### src/core/mfa_consts.svh
/*
 Constants of the motor fault acknowledgement core: register offsets, field positions,
 reset values and timing counts. Holds definitions only; included by bare name.
*/
`ifndef MFA_CONSTS_SVH
`define MFA_CONSTS_SVH

// Fault kinds and their positions in every per-kind vector.
`define MFA_NFAULT 8
`define MFA_K_OVL 0
`define MFA_K_OVA 1
`define MFA_K_THM 2
`define MFA_K_BUS 3
`define MFA_OVL_MASK 8'h03
`define MFA_AUTO_MASK 8'h07
`define MFA_FORCE_STORE 8'h07

// Register byte offsets, one aligned word each.
`define MFA_A_CTRL 8'h00
`define MFA_A_CLASS 8'h04
`define MFA_A_ACKMODE 8'h08
`define MFA_A_STATUS 8'h0C
`define MFA_A_ISTAT 8'h10
`define MFA_A_IMASK 8'h14
`define MFA_A_ROUTE 8'h18
`define MFA_A_COOL 8'h1C
`define MFA_A_CMD 8'h20

// Reset values.
`define MFA_RST_CLASS 16'h0000
`define MFA_RST_ACKMODE 8'hFF
`define MFA_RST_ROUTE 8'h00
`define MFA_RST_COOL 16'h03E8

// Cooling time is counted in 1 ms ticks of the 20 ns clock.
`define MFA_CLK_NS 20
`define MFA_TICK_NS 1000000
`define MFA_TICK_CYC ((`MFA_TICK_NS + `MFA_CLK_NS - 1) / `MFA_CLK_NS)

`endif

### src/core/mfa_pkg.sv
/*
 Types shared by the motor fault acknowledgement core.
 Assumes nothing of its surroundings.
*/
package mfa_pkg;
   typedef enum logic [1:0] {
      MFA_CL_SHUT = 2'b00,
      MFA_CL_WARN = 2'b01,
      MFA_CL_OFF = 2'b10,
      MFA_CL_KEEP = 2'b11
   } mfa_class_t;
   typedef enum logic [0:0] {
      MFA_BUS_IDLE = 1'b0,
      MFA_BUS_DATA = 1'b1
   } mfa_bus_t;
endpackage

### src/core/mfa_cool_timer.sv
/*
 Cooling time counter: a millisecond divider and a down counter.
 Assumes start is a one-cycle pulse from logic on the same clock.
*/
`timescale 1ns/100ps
`default_nettype none
module mfa_cool_timer #(
   parameter int TICK_CYCLES = 50000,
   parameter int TW = 16
) (
   input wire logic mclk,
   input wire logic rst_n,
   input wire logic start,
   input wire logic [TW-1:0] load,
   output logic busy
);
   import mfa_pkg::*;
   localparam int DW = $clog2(TICK_CYCLES + 1);
   typedef struct packed {
      logic [DW-1:0] div;
      logic [TW-1:0] left;
      logic busy;
   } mfa_tmr_t;
   mfa_tmr_t s;
   mfa_tmr_t n;

   // The divider only runs while cooling, so an idle timer costs no toggling.
   always_comb begin
      n = s;
      if (start) begin
         n.div = '0;
         n.left = load;
         n.busy = (load != '0);
      end else if (s.busy) begin
         if (s.div == DW'(TICK_CYCLES - 1)) begin
            n.div = '0;
            n.left = s.left - 1'b1;
            n.busy = (s.left != {{(TW-1){1'b0}}, 1'b1});
         end else begin
            n.div = s.div + 1'b1;
         end
      end
   end

   // State register with synchronous reset.
   always_ff @(posedge mclk) begin
      if (!rst_n) begin
         s <= '0;
      end else begin
         s <= n;
      end
   end

   assign busy = s.busy;

   AST_COOL_LOAD: assert property (@(posedge mclk) disable iff (!rst_n)
      (start && load != '0) |=> busy [*2]) else $error("cooling time did not start");
endmodule
`default_nettype wire

### src/core/mfa_fault_ack.sv
/*
 Fault reaction and acknowledgement core of a motor protection unit, with an AHB-Lite
 register slave. Assumes one 50 MHz clock, single word transfers, asynchronous pins
 for faults and buttons, and run commands from logic on the same clock.
*/
`timescale 1ns/100ps
`default_nettype none
`include "mfa_consts.svh"

// Contract
// - Any fault lights the general fault indicator on the main unit and the operator panel; the code leaves it dark for warning-class faults.
// - A fieldbus fault also switches off the bus status indicator.
// - Each detected fault sets its own bit in the data reported to the fieldbus master.
// - A fault drops all contactor control outputs; the code does so only for shutdown and off-class faults.
// - A fault turns the fault lamp control output on; the code leaves it off for warning-class faults.
// - A fault sets a general fault flag apart from the per-kind fault bits; the code does not set it for warning-class faults.
// - The general fault flag and the lamp signal can be routed to any output relay.
// - For immediate kinds a reset clears the fault and re-enables the contactors at once.
// - For stored kinds a reset during the fault is kept and releases the fault when its cause is gone.
// - After an overload trip a stored reset waits for the cooling time before releasing.
// - The test/reset button of the main unit or of the panel acknowledges faults.
// - Any of three auxiliary reset inputs, by pushbutton or fieldbus bit, acknowledges faults.
// - The enabled automatic reset acknowledges only overload, overload with asymmetry and thermistor trips.
// - An opposing control command such as motor off acknowledges a pending fault.
// - The contactor reaction follows the class of each fault: shutdown, warning, off or retain.
module mfa_fault_ack #(
   parameter int TICK_CYCLES = `MFA_TICK_CYC
) (
   input wire logic mclk,
   input wire logic rst_n,
   input wire logic hsel,
   input wire logic [31:0] haddr,
   input wire logic [1:0] htrans,
   input wire logic hwrite,
   input wire logic [2:0] hsize,
   input wire logic hready,
   input wire logic [31:0] hwdata,
   output logic [31:0] hrdata,
   output logic hreadyout,
   output logic hresp,
   input wire logic [7:0] fault_in,
   input wire logic test_reset_btn_main,
   input wire logic test_reset_btn_panel,
   input wire logic aux_ack_in_a,
   input wire logic aux_ack_in_b,
   input wire logic aux_ack_in_c,
   input wire logic motor_off_cmd,
   input wire logic [2:0] run_cmd,
   output logic contactor_ctrl_a,
   output logic contactor_ctrl_b,
   output logic contactor_ctrl_c,
   output logic fault_lamp_ctrl,
   output logic gen_fault_flag,
   output logic gen_fault_led_main,
   output logic gen_fault_led_panel,
   output logic bus_led,
   output logic [7:0] fault_bits,
   output logic [3:0] relay_out,
   output logic irq
);
   import mfa_pkg::*;

   typedef struct packed {
      mfa_bus_t ph;
      logic pwr;
      logic [7:0] pad;
      logic hrdy;
      logic resp;
      logic [31:0] rdat;
      logic cmd_ack;
      logic auto_en;
      logic [15:0] cls;
      logic [7:0] amode;
      logic [7:0] istat;
      logic [7:0] imask;
      logic [7:0] route;
      logic [15:0] cool;
      logic [7:0] lat;
      logic [7:0] sto;
      logic [7:0] fprev;
      logic [5:0] bprev;
      logic [2:0] con;
      logic lamp;
      logic led;
      logic bus_led;
      logic [7:0] fbits;
      logic [3:0] relay;
      logic irq;
   } mfa_state_t;

   mfa_state_t s;
   mfa_state_t n;
   logic [13:0] syn;
   logic [7:0] fnow;
   logic [7:0] shutm;
   logic [7:0] warnm;
   logic [7:0] offm;
   logic [7:0] keepm;
   logic [7:0] latchable;
   logic cool_start;
   logic cool_busy;

   // Returns the kinds whose two-bit class field equals the given class.
   function automatic logic [7:0] mask_of(input logic [15:0] c, input mfa_class_t k);
      logic [7:0] m;
      m = '0;
      for (int i = 0; i < `MFA_NFAULT; i++) begin
         m[i] = (c[2*i +: 2] == k);
      end
      return m;
   endfunction

   // Faults, buttons and the motor-off command all arrive on pins, so all pass the filter.
   mfa_sync #(
      .W(14)
   ) u_sync (
      .mclk(mclk),
      .rst_n(rst_n),
      .d({motor_off_cmd, aux_ack_in_c, aux_ack_in_b, aux_ack_in_a,
          test_reset_btn_panel, test_reset_btn_main, fault_in}),
      .q(syn)
   );

   // Class decode; warning and off kinds never latch, so they need no acknowledgement.
   assign fnow = syn[7:0];
   assign shutm = mask_of(s.cls, MFA_CL_SHUT);
   assign warnm = mask_of(s.cls, MFA_CL_WARN);
   assign offm = mask_of(s.cls, MFA_CL_OFF);
   assign keepm = mask_of(s.cls, MFA_CL_KEEP);
   assign latchable = shutm | keepm;

   // A new overload trip restarts the cooling time.
   assign cool_start = |(fnow & `MFA_OVL_MASK & latchable & ~s.lat);

   mfa_cool_timer #(
      .TICK_CYCLES(TICK_CYCLES),
      .TW(16)
   ) u_cool (
      .mclk(mclk),
      .rst_n(rst_n),
      .start(cool_start),
      .load(s.cool),
      .busy(cool_busy)
   );

   // Next-state logic: bus slave first, then fault handling, indicators and interrupt.
   always_comb begin
      logic ack;
      logic anyf;
      logic [5:0] bnow;
      logic [7:0] rel;
      logic [7:0] smode;
      logic [7:0] aack;
      logic [7:0] st;
      logic [7:0] clr;
      logic [7:0] evt;
      logic [7:0] w1c;
      n = s;
      ack = 1'b0;
      anyf = 1'b0;
      bnow = syn[13:8];
      rel = '0;
      smode = '0;
      aack = '0;
      st = '0;
      clr = '0;
      evt = '0;
      w1c = '0;
      n.cmd_ack = 1'b0;
      n.resp = 1'b0;

      // One wait state per transfer keeps read data registered and always current.
      case (s.ph)
         MFA_BUS_DATA: begin
            n.ph = MFA_BUS_IDLE;
            n.hrdy = 1'b1;
            if (s.pwr) begin
               case (s.pad)
                  `MFA_A_CTRL: n.auto_en = hwdata[0];
                  `MFA_A_CLASS: n.cls = hwdata[15:0];
                  `MFA_A_ACKMODE: n.amode = hwdata[7:0];
                  `MFA_A_ISTAT: w1c = hwdata[7:0];
                  `MFA_A_IMASK: n.imask = hwdata[7:0];
                  `MFA_A_ROUTE: n.route = hwdata[7:0];
                  `MFA_A_COOL: n.cool = hwdata[15:0];
                  `MFA_A_CMD: n.cmd_ack = |hwdata[2:0];
                  default: n.cmd_ack = 1'b0;
               endcase
            end else begin
               case (s.pad)
                  `MFA_A_CTRL: n.rdat = {31'h0, s.auto_en};
                  `MFA_A_CLASS: n.rdat = {16'h0, s.cls};
                  `MFA_A_ACKMODE: n.rdat = {24'h0, s.amode};
                  `MFA_A_STATUS: n.rdat = {13'h0, cool_busy, |(fnow & warnm), s.led, s.sto, s.lat};
                  `MFA_A_ISTAT: n.rdat = {24'h0, s.istat};
                  `MFA_A_IMASK: n.rdat = {24'h0, s.imask};
                  `MFA_A_ROUTE: n.rdat = {24'h0, s.route};
                  `MFA_A_COOL: n.rdat = {16'h0, s.cool};
                  default: n.rdat = 32'h0;
               endcase
            end
         end
         default: begin
            n.ph = MFA_BUS_IDLE;
            n.hrdy = 1'b1;
         end
      endcase
      if (hsel && hready && htrans[1]) begin
         n.ph = MFA_BUS_DATA;
         n.hrdy = 1'b0;
         n.pad = haddr[7:0];
         n.pwr = hwrite;
      end

      // Any rising button, auxiliary input or motor-off edge, or a bus command, is one acknowledge.
      ack = (|(bnow & ~s.bprev)) | s.cmd_ack;
      n.bprev = bnow;

      // Release: cause gone, and for overload kinds the cooling time over as well.
      rel = ~fnow & ~(`MFA_OVL_MASK & {8{cool_busy}});
      smode = s.amode | `MFA_FORCE_STORE;
      aack = `MFA_AUTO_MASK & {8{s.auto_en}};
      st = s.sto | (smode & s.lat & ({8{ack}} | aack));
      clr = (~smode & s.lat & {8{ack}}) | (st & rel);

      // A cause still present sets the latch again, so it wins over any clear.
      n.lat = (fnow & latchable) | (s.lat & ~clr);
      n.sto = st & ~rel & n.lat;

      // Indicators follow the latched faults and the active off-class faults.
      anyf = (|n.lat) | (|(fnow & offm));
      n.led = anyf;
      n.lamp = anyf;
      n.fbits = n.lat | fnow;
      n.bus_led = ~(fnow[`MFA_K_BUS] | n.lat[`MFA_K_BUS]);

      // Shutdown beats retain; retain freezes the contactors at their last state.
      if ((|(n.lat & shutm)) || (|(fnow & offm))) begin
         n.con = 3'h0;
      end else if (|(n.lat & keepm)) begin
         n.con = s.con;
      end else begin
         n.con = run_cmd;
      end

      // Each relay selects off, general fault flag, lamp signal or steady on.
      for (int r = 0; r < 4; r++) begin
         case (s.route[2*r +: 2])
            2'h1: n.relay[r] = anyf;
            2'h2: n.relay[r] = anyf;
            2'h3: n.relay[r] = 1'b1;
            default: n.relay[r] = 1'b0;
         endcase
      end

      // New fault causes set sticky bits; a new event wins over a write-one clear.
      evt = fnow & ~s.fprev;
      n.fprev = fnow;
      n.istat = (s.istat & ~w1c) | evt;
      n.irq = |(n.istat & s.imask);
   end

   // State register; the bus indicator and bus-ready idle high after reset.
   always_ff @(posedge mclk) begin
      if (!rst_n) begin
         s <= '0;
         s.hrdy <= 1'b1;
         s.bus_led <= 1'b1;
         s.cls <= `MFA_RST_CLASS;
         s.amode <= `MFA_RST_ACKMODE;
         s.route <= `MFA_RST_ROUTE;
         s.cool <= `MFA_RST_COOL;
      end else begin
         s <= n;
      end
   end

   // Outputs come straight from the state register.
   assign hrdata = s.rdat;
   assign hreadyout = s.hrdy;
   assign hresp = s.resp;
   assign contactor_ctrl_a = s.con[0];
   assign contactor_ctrl_b = s.con[1];
   assign contactor_ctrl_c = s.con[2];
   assign fault_lamp_ctrl = s.lamp;
   assign gen_fault_flag = s.led;
   assign gen_fault_led_main = s.led;
   assign gen_fault_led_panel = s.led;
   assign bus_led = s.bus_led;
   assign fault_bits = s.fbits;
   assign relay_out = s.relay;
   assign irq = s.irq;

   // Check helpers: kinds that an acknowledge or a release must clear at the next edge.
   logic ack_seen;
   logic [7:0] imm_due;
   logic [7:0] sto_due;
   assign ack_seen = (|(syn[13:8] & ~s.bprev)) | s.cmd_ack;
   assign imm_due = s.lat & ~(s.amode | `MFA_FORCE_STORE) & ~fnow & {8{ack_seen}};
   assign sto_due = s.sto & ~fnow & ~`MFA_OVL_MASK;

   AST_LED_BOTH: assert property (@(posedge mclk) disable iff (!rst_n)
      (|s.lat) |-> (gen_fault_led_main && gen_fault_led_panel)) else $error("fault indicator dark while latched");

   AST_BUS_LED: assert property (@(posedge mclk) disable iff (!rst_n)
      fnow[`MFA_K_BUS] |=> !bus_led) else $error("bus indicator lit during bus fault");

   AST_FAULT_BITS: assert property (@(posedge mclk) disable iff (!rst_n)
      (fnow != 8'h00) |=> ((fault_bits & $past(fnow)) == $past(fnow))) else $error("fault bit missing");

   AST_CON_OFF: assert property (@(posedge mclk) disable iff (!rst_n)
      (|(s.lat & shutm)) |-> (s.con == 3'h0)) else $error("contactor on during shutdown fault");

   AST_LAMP: assert property (@(posedge mclk) disable iff (!rst_n)
      $rose(|s.lat) |-> fault_lamp_ctrl) else $error("lamp off on new fault");

   AST_FLAG: assert property (@(posedge mclk) disable iff (!rst_n)
      (|(fnow & latchable)) |=> gen_fault_flag) else $error("general flag not set");

   AST_COOL_HOLD: assert property (@(posedge mclk) disable iff (!rst_n)
      (s.lat[`MFA_K_OVL] && cool_busy) |=> s.lat[`MFA_K_OVL]) else $error("overload released during cooling");

   AST_THM_HOLD: assert property (@(posedge mclk) disable iff (!rst_n)
      (s.lat[`MFA_K_THM] && fnow[`MFA_K_THM]) |=> s.lat[`MFA_K_THM]) else $error("thermistor released while hot");

   AST_AUTO_ONLY: assert property (@(posedge mclk) disable iff (!rst_n)
      (s.auto_en && !ack_seen && ((s.sto & ~`MFA_AUTO_MASK) == 8'h00))
      |=> ((s.lat & $past(s.lat) & ~`MFA_AUTO_MASK) == ($past(s.lat) & ~`MFA_AUTO_MASK)))
      else $error("automatic reset cleared a foreign kind");

   AST_BUS_WAIT: assert property (@(posedge mclk) disable iff (!rst_n)
      (hsel && hready && htrans[1]) |=> !hreadyout ##1 hreadyout) else $error("bus wait state wrong");

   AST_IMM_ACK: assert property (@(posedge mclk) disable iff (!rst_n)
      (imm_due != 8'h00) |=> ((s.lat & $past(imm_due)) == 8'h00)) else $error("immediate kind kept after reset");

   AST_STORE_REL: assert property (@(posedge mclk) disable iff (!rst_n)
      (sto_due != 8'h00) |=> ((s.lat & $past(sto_due)) == 8'h00)) else $error("stored reset not released");

   AST_OFF_CON: assert property (@(posedge mclk) disable iff (!rst_n)
      (|(fnow & offm)) |=> (s.con == 3'h0)) else $error("contactor on during off-class fault");

   AST_RELAY_FLAG: assert property (@(posedge mclk) disable iff (!rst_n)
      (s.route[3:2] == 2'h1) |=> (relay_out[1] == gen_fault_flag)) else $error("relay does not follow flag");

   AST_IRQ_LEVEL: assert property (@(posedge mclk) disable iff (!rst_n)
      (s.imask == $past(s.imask)) |-> (irq == (|(s.istat & s.imask)))) else $error("interrupt level wrong");

   AST_RESP_OKAY: assert property (@(posedge mclk) disable iff (!rst_n)
      !hresp) else $error("error response on the bus");
endmodule
`default_nettype wire

### src/core/mfa_sync.sv
/*
 Three-stage input synchroniser with agreement filter for asynchronous pins.
 Assumes the inputs are levels that stay for several clock periods.
*/
`timescale 1ns/100ps
`default_nettype none
module mfa_sync #(
   parameter int W = 1
) (
   input wire logic mclk,
   input wire logic rst_n,
   input wire logic [W-1:0] d,
   output logic [W-1:0] q
);
   import mfa_pkg::*;
   typedef struct packed {
      logic [W-1:0] s1;
      logic [W-1:0] s2;
      logic [W-1:0] s3;
      logic [W-1:0] q;
   } mfa_sync_t;
   mfa_sync_t s;
   mfa_sync_t n;

   // A bit only changes once the second and third stages agree, so one stray sample cannot pass.
   always_comb begin
      n = s;
      n.s1 = d;
      n.s2 = s.s1;
      n.s3 = s.s2;
      n.q = (~(s.s2 ^ s.s3) & s.s3) | ((s.s2 ^ s.s3) & s.q);
   end

   // State register with synchronous reset.
   always_ff @(posedge mclk) begin
      if (!rst_n) begin
         s <= '0;
      end else begin
         s <= n;
      end
   end

   assign q = s.q;

   AST_SYNC_AGREE: assert property (@(posedge mclk) disable iff (!rst_n)
      (s.q != $past(s.q)) |-> ($past(s.s2) == $past(s.s3))) else $error("sync output moved without agreement");
endmodule
`default_nettype wire

### config.mk
export PLATFORM = sky130hd
export DESIGN_NAME = mfa_fault_ack
export DESIGN_NICKNAME = d
export VERILOG_FILES = /design/src/core/mfa_pkg.sv /design/src/core/mfa_cool_timer.sv /design/src/core/mfa_fault_ack.sv /design/src/core/mfa_sync.sv
export VERILOG_INCLUDE_DIRS = /design/src /design/src/core
export SDC_FILE = /design/constraint.sdc
export NUM_CORES = 1
export LEC_CHECK = 0
export BUFFER_PORTS_ARGS = -buffer_cell sky130_fd_sc_hd__buf_2
export CAP_MARGIN = 20
export CORE_MARGIN = 1.5
export CORE_UTILIZATION = 30
export DETAILED_ROUTE_END_ITERATION = 16
export SLEW_MARGIN = 25
export SYNTH_ARGS = -nofsm -noshare
export SYNTH_HDL_FRONTEND = slang
export SYNTH_SLANG_ARGS = --single-unit
### constraint.sdc
create_clock -name mclk -period 2.25 [get_ports mclk]
set_input_delay 0.3375 -clock mclk [delete_from_list [all_inputs] [get_ports mclk]]
set_output_delay 0.3375 -clock mclk [all_outputs]
set_load 0.01 [all_outputs]
# After elaboration in Yosys (flattened, before gate mapping)
# Cells that the tools add are included.
# Widths: inputs -> output; s select.
[word_totals]
latch_bits = 0
mem_count = 0
mem_bits_rw = 0
regBits = 247
in_bits = 91
elab_cells = 178
romBits = 0
out_inout_bits = 55
[classes]
div_mod_pow = 0
n_shift = 0
n_bitwise = 47
n_mul = 0
n_mux = 13
n_lt_le_gt_ge = 0
n_reduce_logical = 39
add_sub_neg = 2
n_eq_ne = 46
[op_table]
columns = ["op", "n"]
rows = [
  ["$pmux 19 s8", 1],
  ["$and 8x8->8", 18],
  ["$not 8->8", 7],
  ["$reduce_or 8->1", 7],
  ["$mux 17", 3],
  ["$eq 2x2->1 const B", 24],
  ["$or 8x8->8", 6],
  ["$eq 8x5->1 const B", 4],
  ["$and 14x14->14", 2],
  ["$eq 2x1->1 const B", 12],
  ["$mux 8", 3],
  ["$reduce_and 3->1", 6],
  ["$add 16x1->16 const B", 1],
  ["$eq 16x16->1 const B", 1],
  ["$eq 8x4->1 const B", 2],
  ["$logic_not 2->1", 8],
  ["$mux 16", 1],
  ["$ne 16x1->1 const B", 1],
  ["$reduce_bool 16->1", 1],
  ["$sub 16x1->16 const B", 1],
  ["$not 14->14", 1],
  ["$or 14x14->14", 1],
  ["$xor 14x14->14", 1],
  ["$mux 11", 1],
  ["20 further kinds", 34],
]

# Longest topological paths before layout
# Gate-level depths: netlist of run 1.
[logic_depth]
word_depth = 16
depth_mapped = 9
ltp_nobuf = 9

# Modules after synthesis
# A second synthesis of run 1 with hierarchy kept.
[unflattened]
cells_unflattened = 1248
hier_area_um2 = 10757.8
[by_module_without_submodules]
columns = ["mod", "instances", "area_per_inst_um2", "seq_area_each_um2", "cells_per_inst"]
rows = [
  ["mfa_fault_ack", 1, 7201.9, 2882.8, 878],
  ["mfa_sync", 1, 1804.2, 1121.1, 160],
  ["mfa_cool_timer", 1, 1751.7, 660.6, 210],
]

# Least setup slack after synthesis of run 1
# Ideal clock, no wire load.
[synth_timing]
kind = "register to register"
start = "reg s[150] in the netlist's numbering"
end = "reg s, in the netlist irq"
setup_ps = 133
t_required_ps = 2117
path_buffers = 0
setup_slack_ps = -8
path_stages_with_launch = 8
arrival_ps = 2125
synth_period_minus_slack_ps = 2258
path_cell_list = "dfxtp_1 or4_4 or3b_4 nor4_4 a21boi_1 a22o_1 a211oi_2 a31oi_1"
[synth_via]
elab_chain_len = 9
[synth_rtl]
columns = ["element", "line", "text"]
rows = [
  ["from (decl)", "mfa_fault_ack.sv:91", "mfa_state_t s;"],
  ["from (signal assigned)", "mfa_fault_ack.sv:274", "s <= n;"],
  ["$eq 8x5->1", "mfa_fault_ack.sv:178", "case (s.pad)"],
  ["$mux 8", "mfa_fault_ack.sv:178", ""],
  ["$mux 8", "mfa_fault_ack.sv:177", "if (s.pwr) begin"],
  ["$mux 8", "mfa_fault_ack.sv:173", "case (s.ph)"],
  ["$not 8->8", "mfa_fault_ack.sv:259", "n.istat = (s.istat & ~w1c) | evt;"],
  ["$and 8x8->8", "mfa_fault_ack.sv:259", ""],
  ["$or 8x8->8", "mfa_fault_ack.sv:259", ""],
  ["$and 8x8->8", "mfa_fault_ack.sv:260", "n.irq = |(n.istat & s.imask);"],
  ["$reduce_or 8->1", "mfa_fault_ack.sv:260", ""],
]
# No other way between the ends.
# A chain may end at the register's enable or synchronous reset.

# Worst setup path after layout of run 1
[layout_timing]
start = "reg s[149] in the netlist's numbering"
end = "reg s[65] in the netlist's numbering"
[layout_via]
elab_chain_len = 2
[layout_rtl]
columns = ["element", "line"]
rows = [
  ["$eq 8x5->1", "mfa_fault_ack.sv:178"],
  ["$reduce_and 3->1 (no line)", "--"],
]
# No other way between the ends.

==> summary.txt, run 1 <==
Worst setup EP type -> flip-flop
Final #Nets -> 1,523
Library cell used as clock root buffer -> clkbuf_16
Total via count in the routed design -> 9,126
Share of cells above drive strength 1 -> 0.2590
Number of unique standard cell types used by synthesis -> 70
Post-layout worst setup margin -> -0.03744 ns
Vertical die dimension -> 189.2 um
Switching share of power -> 0.2198
Ratio of routed vias to standard cells -> 4.896
Reg power frac -> 0.455
Run status -> finished, violations left
Routability congestion estimate -> 0.8903
Final global-route overflow total -> 0
Standard cell core area -> 0.03437 mm^2
Final wirelength -> 31,160 um
Data required time at the worst endpoint -> 2.64 ns
Leading cell types in the layout, fill and taps excluded -> dfxtp_1 (217), nand2_1 (164), buf_4 (119)
Average detailed-routed wire length per instance -> 16.72 um
Static power due to leakage -> 5.552 nW
Type of the tightest min-delay check -> in -> reg
Clock latency on the worst-skew pair -> 0.54 ns
Number of filler cells placed in the layout -> 3,467
Worst Max-Slew Pin Slew -> 0.7085 ns
Number of antenna violations at the first check in global routing -> 0
Worst Path Max Fanout -> 8
Die Span X -> 189.2 um
Total iterations of the first detailed-routing run -> 5
Achievable Freq -> 0.4372 GHz
Count of antenna-violating nets left after detailed routing -> 0
Finished Core Util -> 0.3942
Yosys warning count -> 0
Share of flip-flops with an asynchronous set or reset after synthesis -> 0
Layout-stage area growth over the synthesis result -> 30.26%
GRT Total Usage -> 0.1687
Inserted Clock Buffers -> 26
Average footprint of a synthesized cell -> 8.611 um^2
Post-synthesis sequential area ratio -> 0.4484
Setup total negative slack -> -0.2976 ns
Violated checks -> setup timing
Share of power burned in the clock network -> 0.499
Buffers added on ports -> 87
Final number of max-transition violations -> 0
ANT cells -> 0
Primary FF master, synth -> dfxtp_1
Post-Route Skew -> 0.01635 ns
MaxCap Viol Count -> 0
First-pass GRT wire length -> 47,440 um
P per Cell Area -> 683.6 mW/mm^2
Number of hold-slack violations in the final timing report -> 0
Effective utilization at floorplan -> 0.3026
Maximum number of pins on one net before global-route repair -> 100
Time the worst path needs with I/O delays and setup -> 2.287 ns
Final cell count without fillers -> 1,864
Internal -> 7.227 mW
CTS tree -> yes
Period utilisation layout -> 1.017
Critical setup path kind -> reg -> reg
Maximum resistive drop on vdd -> 0.4919 mV
Htree depth -> 1
# setup viols final -> 12
Net switching component of the power -> 2.036 mW
Launching element type of the critical path -> flip-flop
Arrival time of data at the critical path endpoint -> 2.68 ns
CTS max path bufs -> 3
Post-synthesis instance area -> 0.01040 mm^2
Leading cell type in the layout, fill and taps excluded -> dfxtp_1
I/O pins -> 146
Post-DP HPWL -> 22,580 um
Flip-flop and latch count after synthesis -> 233
Worst-case headroom to the max-slew limit -> 0.5233
Number of instances in the synthesized netlist -> 1,208
Cell Rows -> 68
Die Outline Area -> 0.03580 mm^2
Clock sink count -> 233
Unrepaired setup endpoints after global routing -> true
Number of global-route vias before repair -> 8,575
Initial drt markers -> 689
Drc violations -> 0
Number of instances in the placed design -> 1,778
Power share of the combinational group -> 0.046
Clock transition time at the flip-flop clock pins of the worst setup and hold paths -> 0.06 ns
Count of flip-flops with a built-in enable after synthesis -> 0
## cells by family after synthesis
group,share of synthesized area
simple gates,0.2179
compound gates,0.1647
flops,0.4484
buf+inv,0.07650
fa+ha+maj,0.05172
xor+xnor,0.02189
mux,0.01852
other cells,0.0003605
## power groups by stage
| stage | clock network (mW) | logic, mW | registers, mW |
|---|---|---|---|
| after global placement | 0 | 0.381 | 4.31 |
| after CTS | 4.73 | 0.418 | 4.22 |
| after global routing | 4.91 | 0.462 | 4.22 |
| final | 4.62 | 0.426 | 4.22 |
| after detailed placement | 0 | 0.382 | 4.31 |
| after floorplan | 0 | 0.234 | 4.30 |
## synth_stat cells, types with 8 or more instances
master    number  area, um^2
dfxtp_1      233        4664
nand2_1      169       634.4
nor2_1        91       341.6
a21oi_1       82       410.4
and2_1        56       350.3
o21ai_0       54       270.3
inv_1         51       191.4
buf_4         50       375.4
clkbuf_1      44       165.2
ha_1          43       538.0
nand3_1       37       185.2
a22o_1        29       254.0
a22oi_1       18       135.1
mux2i_1       17       170.2
a211oi_1      16       120.1
nor2b_1       16       100.1
nand2b_1      15       93.84
xnor2_1       15       131.4
nor3_1        14       70.07
nor4_1        12       75.07
xor2_1        11       96.34
or3_1         10       62.56
nand4_1        9       56.30
a21boi_0       8       60.06
a31oi_1        8       50.05
buf_2          8       40.04
## final timing paths
kind	from	to	slack [ns]	depth (start not counted)
max	s[149]	s[65]	-0.04	8
min	fault_in[3]	u_sync.n[31]	0.03	2
max reg2reg	s[149]	s[65]	-0.04	8
min reg2reg	u_sync.n[32]	u_sync.n[18]	0.43	1
## metal layers
metal	GRT usage	vias to the layer above	routed length, um
met1	0.2331	4291	14440
met2	0.2617	302	13480
met4	0.07448	0	1454
li1	-	4453	-
met3	0.02280	80	1782
met5	0	-	0
## flip-flops by register name (all words and copies together) (netlist names), 4 cells and up, named ones only
register / cells
hrdata: 19
u_cool.s: 32
relay_out: 4
s: 106
u_sync.s: 14
fault_bits: 8
u_sync.n: 28
## stage by stage
step / hold slack [ns] / area [um^2] / power, mW / setup slack, ns
2_1_floorplan: 0.4119 / 10460 / 4.533 / -0.008158
3_3_place_gp: 0.4162 / 11840 / 4.689 / -0.1245
3_5_place_dp: 0.4214 / 11840 / 4.691 / -0.1933
4_1_cts: 0.01621 / 13220 / 9.362 / -0.06979
5_1_grt: 0.02919 / 13550 / 9.598 / -0.1363
6_report: 0.02594 / 13550 / 9.263 / -0.03744
## area by class of cell
type | instances | area, um^2 | share of cell area
multi-input cells | 829 | 5355 | 0.3952
flip-flops and latches | 233 | 4687 | 0.3459
well taps | 455 | 569.3 | 0.04201
repair buffers | 248 | 1797 | 0.1326
clock buffers | 33 | 726.9 | 0.05365
clock inverters | 15 | 224.0 | 0.01653
inverters | 51 | 191.4 | 0.01413
## critical path, cell delays in order, from the launching register on
cell	delay, ns
dfxtp_2	0.32
or4_4	0.53
or3b_4	0.42
buf_6	0.14
inv_2	0.04
and3_4	0.17
and2_4	0.24
mux2i_1	0.21
nor2_1	0.05
## timing repair
action / CTS / global route
buffers inserted: 9 / 10
resized for setup: 50 / 74
hold buffers: 21 / 0
setup endpoints to repair: 45 / 65
endpoints found under the hold margin: 21 / 0
pin swaps: 17 / 25
Note: power is estimated with default switching activity, not from simulation.
==> run 2, diff against run 1 <==
--- a/config.mk
+++ b/config.mk
@@ -9,8 +9,9 @@
 export BUFFER_PORTS_ARGS = -buffer_cell sky130_fd_sc_hd__buf_2
 export CAP_MARGIN = 20
 export CORE_MARGIN = 1.5
-export CORE_UTILIZATION = 30
+export CORE_UTILIZATION = 52
 export DETAILED_ROUTE_END_ITERATION = 16
+export PLACE_DENSITY = 0.76
 export SLEW_MARGIN = 25
 export SYNTH_ARGS = -nofsm -noshare
 export SYNTH_HDL_FRONTEND = slang
==> run 2 against run 1 <==
Effect of this change:
- the flow still finishes with violations (setup timing)
- cell count is 11% lower
- register-to-register slack got worse by 0.07 ns
- total power is 1.3% lower
- clock power fell by 2%
- clock skew shrank 0.0079 ns
- global-route usage is 11 points higher
- first-iteration DRC count up 13%
- worst hold slack got worse by 0.017 ns
- critical path type unchanged
- largest cell class unchanged
- highest routed layer unchanged
==> summary.txt, run 2 (synthesis results as in run 1) <==
Capture endpoint of the worst hold path -> u_sync.n[28]
I/O pins -> 146
Post-placement worst setup slack -> -0.1946 ns
Final global-route overflow total -> 0
Longest individual stage delay on the worst path -> 0.55 ns
Number of antenna violations at the first check in global routing -> 0
Maximum resistive drop on vdd -> 0.5752 mV
Cell Rows -> 51
Area of all placed cells without fillers -> 0.01317 mm^2
MaxCap Viol Count -> 0
Number of global-route vias before repair -> 8,513
Worst-case headroom to the max-slew limit -> 0.5187
Share of cells above drive strength 1 -> 0.2561
Total iterations of the first detailed-routing run -> 5
Count of antenna-violating nets left after detailed routing -> 0
Net switching component of the power -> 2.006 mW
Final #Nets -> 1,510
Achievable Freq -> 0.4236 GHz
Die Outline Area -> 0.02086 mm^2
Number of hold-slack violations in the final timing report -> 0
Arrival time of data at the critical path endpoint -> 2.77 ns
Post-Route Skew -> 0.008481 ns
Number of instances in the placed design -> 1,592
Worst hold path stage count -> 2
ANT cells -> 0
Effective utilization at floorplan -> 0.5327
Layout-stage area growth over the synthesis result -> 26.62%
Clock sink count -> 233
Leading cell type in the layout, fill and taps excluded -> dfxtp_1
Worst reg-to-reg setup slack -> -0.11 ns
Unrepaired setup endpoints after global routing -> true
Critical setup path kind -> reg -> reg
Met3 Wirelength -> 2018 um
Library cell used as clock root buffer -> clkbuf_16
Flip-flop count of the largest register after layout -> 106
P per Cell Area -> 694.1 mW/mm^2
Top layer used by detailed routing -> met4
Switching share of power -> 0.2194
Routability congestion estimate -> 0.9497
Ratio of routed vias to standard cells -> 5.577
Power share of the combinational group -> 0.045
Final hold slack -> 0.009034 ns
Data required time at the worst endpoint -> 2.66 ns
Post-Route M1 WL -> 12,230 um
Maximum number of pins on one net before global-route repair -> 100
Time the worst path needs with I/O delays and setup -> 2.361 ns
Vertical die dimension -> 144.4 um
Violated checks -> setup timing
Drc violations -> 0
Share of power burned in the clock network -> 0.494
Final cell count without fillers -> 1,659
Type of the tightest min-delay check -> in -> reg
Final Power -> 9.142 mW
Worst Path Max Fanout -> 8
Reg power frac -> 0.461
Inserted Clock Buffers -> 25
Static power due to leakage -> 5.469 nW
# setup viols final -> 23
Final number of max-transition violations -> 0
Launching element type of the critical path -> flip-flop
Clock transition time at the flip-flop clock pins of the worst setup and hold paths -> 0.06 ns
Internal -> 7.136 mW
Placement Cell Area -> 0.01167 mm^2
Worst Max-Slew Pin Slew -> 0.7154 ns
Clock latency on the worst-skew pair -> 0.54 ns
Period utilisation layout -> 1.049
Routed met2 length -> 14,170 um
Cell with the largest stage delay on the worst path -> or4_4
First-pass GRT wire length -> 44,930 um
Htree depth -> 1
Die Span X -> 144.4 um
CTS max path bufs -> 3
Post-layout worst setup margin -> -0.1105 ns
Launch point of the worst hold path -> fault_in[0]
Register with the highest flop count -> s
Average detailed-routed wire length per instance -> 17.99 um
Reg2Reg Capture Point -> irq
Buffers added on ports -> 87
Standard cell core area -> 0.01953 mm^2
Cell count of the worst reg-to-reg path -> 8
Worst r2r src -> s[150]
CTS tree -> yes
Run status -> finished, violations left
Final wirelength -> 29,840 um
Cells along the critical path -> or4_4 -> or3b_4 -> nor4_4 -> buf_6 -> a21boi_4 -> a22o_1 -> a211oi_2 -> a31oi_1
Post-DP HPWL -> 20,930 um
Total via count in the routed design -> 9,252
Initial drt markers -> 777
Worst setup EP type -> flip-flop
GRT Total Usage -> 0.2804
Leading cell types in the layout, fill and taps excluded -> dfxtp_1 (219), nand2_1 (158), buf_4 (113)
-- run 2: per-stage QoR --
| step | TNS, ns | utilization |
|---|---|---|
| finish | -0.9585 | 0.6745 |
| global route | -3.266 | 0.6745 |
| CTS | -1.076 | 0.6610 |
| detailed placement | -2.629 | 0.5979 |
| global placement | -1.645 | 0.5979 |
| floorplan | -0.008158 | - |
-- run 2: worst max-delay path by stage --
| stage | startpoint | end | slack (ns) | cells past startpoint |
|---|---|---|---|---|
| 2_1_floorplan | s[150] | irq | -0.008 | 7 |
| 3_3_place_gp | s[150] | irq | -0.13 | 8 |
| 3_5_place_dp | flip-flop | relay_out[1] | -0.19 | 10 |
| 4_1_cts | s[100] | relay_out[1] | -0.11 | 9 |
| 5_1_grt | s[150] | irq | -0.16 | 8 |
| 6_report | s[150] | irq | -0.11 | 8 |
-- run 2: final cells by class --
| class | count | area (um^2) |
|---|---|---|
| clock buffer | 33 | 705.7 |
| clock inverter | 12 | 202.7 |
| fill | 1589 | 6355 |
| inverter | 51 | 193.9 |
| multi-input combinational | 829 | 5331 |
| sequential | 233 | 4682 |
| tap | 265 | 331.6 |
| timing repair buffer | 236 | 1724 |
-- run 2: routing by layer --
metal  up-vias  track usage
li1       4439            -
met1      4373       0.3550
met2       346       0.4639
met3        94      0.05265
met4         0       0.1265
met5         -            0
-- run 2: power groups by stage --
stage	logic (mW)	registers [mW]	clock network [mW]
finish	0.409	4.22	4.52
global route	0.438	4.22	4.74
detailed placement	0.370	4.31	0
global placement	0.367	4.30	0
CTS	0.397	4.22	4.58
floorplan	0.234	4.30	0
-- run 2: critical path: cells and delay by family (launching register included) --
kind	cells	cell delay, ns
AO/OA/AOI/OAI	4	0.57
buffers and inverters	1	0.19
flip-flops	1	0.32
AND/OR/NAND/NOR	3	1.14
-- run 2: repair_timing --
item,CTS,global route
pin swaps,25,27
buffers inserted,3,5
hold endpoints to repair,14,0
setup endpoints to repair,49,54
gates cloned,0,1
resized for setup,57,65
hold buffers,14,0
==> run 3, diff against run 2 <==
--- a/config.mk
+++ b/config.mk
@@ -6,12 +6,12 @@
 export SDC_FILE = /design/constraint.sdc
 export NUM_CORES = 1
 export LEC_CHECK = 0
-export BUFFER_PORTS_ARGS = -buffer_cell sky130_fd_sc_hd__buf_2
 export CAP_MARGIN = 20
 export CORE_MARGIN = 1.5
-export CORE_UTILIZATION = 52
+export CORE_UTILIZATION = 55
 export DETAILED_ROUTE_END_ITERATION = 16
-export PLACE_DENSITY = 0.76
+export DONT_BUFFER_PORTS = 1
+export PLACE_DENSITY = 0.73
 export SLEW_MARGIN = 25
 export SYNTH_ARGS = -nofsm -noshare
 export SYNTH_HDL_FRONTEND = slang
==> run 3 against run 2 <==
Effect of this change:
- the flow finishes with violations (hold timing, setup timing)
- sequential power about the same
- highest routed layer unchanged
- worst hold slack got worse by 0.0095 ns
- first-iteration DRC count increased by 28%
- cell count decreased by 3.9%
- largest power group is now registers
==> summary.txt, run 3 (synthesis results as in run 1) <==
Cell Rows -> 50
Buffers added on ports -> 0
Maximum resistive drop on vdd -> 0.7264 mV
Final global-route overflow total -> 0
Standard cell core area -> 0.01864 mm^2
Die Span X -> 140.5 um
Final wirelength -> 32,970 um
Die Outline Area -> 0.01975 mm^2
Cell count of the worst reg-to-reg path -> 9
Post-DP HPWL -> 20,750 um
Clock latency on the worst-skew pair -> 0.53 ns
Time the worst path needs with I/O delays and setup -> 2.533 ns
Final #Nets -> 1,477
Family with the most delay on the worst path -> simple AND/OR/NAND/NOR gates
Combined area of the multi-input logic cells -> 0.005461 mm^2
Average detailed-routed wire length per instance -> 20.69 um
P per Cell Area -> 660.8 mW/mm^2
Maximum number of pins on one net before global-route repair -> 90
Violated checks -> hold timing, setup timing
Static power due to leakage -> 5.335 nW
Drc violations -> 0
Worst setup EP type -> flip-flop
Number of global-route vias before repair -> 8,860
Post-layout worst setup margin -> -0.2830 ns
First-pass GRT wire length -> 47,600 um
Initial drt markers -> 998
Worst-case headroom to the max-slew limit -> 0.4520
Period utilisation layout -> 1.126
Critical setup path kind -> reg -> reg
Cells along the critical path -> or4_4 -> buf_4 -> buf_6 -> nor4_4 -> buf_6 -> nor2b_1 -> buf_4 -> a21oi_1 -> a31oi_2
Finished Core Util -> 0.7134
Achievable Freq -> 0.3948 GHz
Vertical die dimension -> 140.5 um
Longest individual stage delay on the worst path -> 0.55 ns
Placement Cell Area -> 0.01124 mm^2
Type of the tightest min-delay check -> in -> reg
Count of cell instances traversed by the critical path -> 9
Number of buffers and inverters on the critical path -> 4
Effective utilization at floorplan -> 0.5580
Final Power -> 8.788 mW
Worst Path Max Fanout -> 7
Clock transition time at the flip-flop clock pins of the worst setup and hold paths -> 0.07 ns
Number of filler cells placed in the layout -> 1,353
Leading cell types in the layout, fill and taps excluded -> dfxtp_1 (219), nand2_1 (156), buf_4 (131)
Routability congestion estimate -> 0.9913
Htree depth -> 1
# setup viols final -> 75
Leading cell type in the layout, fill and taps excluded -> dfxtp_1
Final cell count without fillers -> 1,594
Count of antenna-violating nets left after detailed routing -> 0
Ratio of routed vias to standard cells -> 6.048
Share of cells above drive strength 1 -> 0.2353
Data required time at the worst endpoint -> 2.67 ns
Sequential cell area -> 0.004682 mm^2
Worst Max-Slew Pin Slew -> 0.8190 ns
Inserted Clock Buffers -> 25
Area of all placed cells without fillers -> 0.01330 mm^2
Total iterations of the first detailed-routing run -> 6
Final hold slack -> -0.0005124 ns
Setup total negative slack -> -6.947 ns
MaxCap Viol Count -> 0
Run status -> finished, violations left
ANT cells -> 0
Unrepaired setup endpoints after global routing -> true
Register with the highest flop count -> s
Number of antenna violations at the first check in global routing -> 0
Library cell used as clock root buffer -> clkbuf_16
I/O pins -> 146
Flip-flop count of the largest register after layout -> 106
Arrival time of data at the critical path endpoint -> 2.95 ns
Worst hold path stage count -> 2
GRT Total Usage -> 0.3074
Number of hold-slack violations in the final timing report -> 1
Clock sink count -> 233
Total via count in the routed design -> 9,640
CTS max path bufs -> 3
Cell with the largest stage delay on the worst path -> or4_4
Layout-stage area growth over the synthesis result -> 27.84%
Number of instances in the placed design -> 1,479
Post-placement worst setup slack -> -0.2770 ns
Post-Route Skew -> 0.01807 ns
CTS tree -> yes
Final number of max-transition violations -> 0
Launching element type of the critical path -> flip-flop
[run 3: cell count changes in the layout (fill, tap and decap cells not counted), moves of 4 or more]
cell | previous run | this run
dlygate4sd3_1 | 14 | 43
a21oi_1 | 81 | 69
o21ai_2 | 3 | 7
a21boi_1 | 2 | 6
a21oi_2 | 0 | 13
buf_2 | 87 | 1
buf_4 | 113 | 131
o21ai_1 | 9 | 5
[run 3: metal layers]
layer	up-vias	GRT usage	wire length (um)
met5	-	0	0
met4	0	0.1464	2076
met3	153	0.05812	3037
met2	576	0.5029	14900
met1	4549	0.3927	12960
li1	4362	-	-
[run 3: power by group]
part / switching [mW] / leakage [nW] / internal (mW) / total [mW]
logic: 0.249 / 3.04 / 0.198 / 0.448
registers: 0.0504 / 1.89 / 4.18 / 4.23
clock network: 1.68 / 0.402 / 2.43 / 4.11
[run 3: worst paths after layout]
check                                  start            to  slack [ns]
worst min-delay path               hwdata[3]         s[68]     -0.0005
worst max register to register        s[150]     hrdata[4]       -0.28
worst max-delay path                  s[150]     hrdata[4]       -0.28
worst min register to register  u_sync.n[32]  u_sync.n[18]        0.43
[run 3: worst reg2reg max path: cells and delay by family (launching register included)]
kind	cells	cell delay [ns]
simple gates	3	0.94
compound gates	2	0.50
flops	1	0.32
buf+inv	4	0.67
[run 3: what timing repair did]
item | in CTS | in global routing
pin swaps | 21 | 32
resized for setup | 65 | 96
endpoints found under the setup margin | 49 | 85
hold buffers | 44 | 0
gates cloned | 0 | 6
hold endpoints to repair | 148 | 0
setup buffers | 7 | 15
[run 3: layout make-up]
| type | instances | area share |
|---|---|---|
| clock inverter | 9 | 0.007621 |
| inverter | 51 | 0.01477 |
| tap | 234 | 0.02202 |
| clock buffer | 35 | 0.05363 |
| multi-input combinational | 829 | 0.4107 |
| timing repair buffer | 203 | 0.1392 |
| sequential | 233 | 0.3521 |
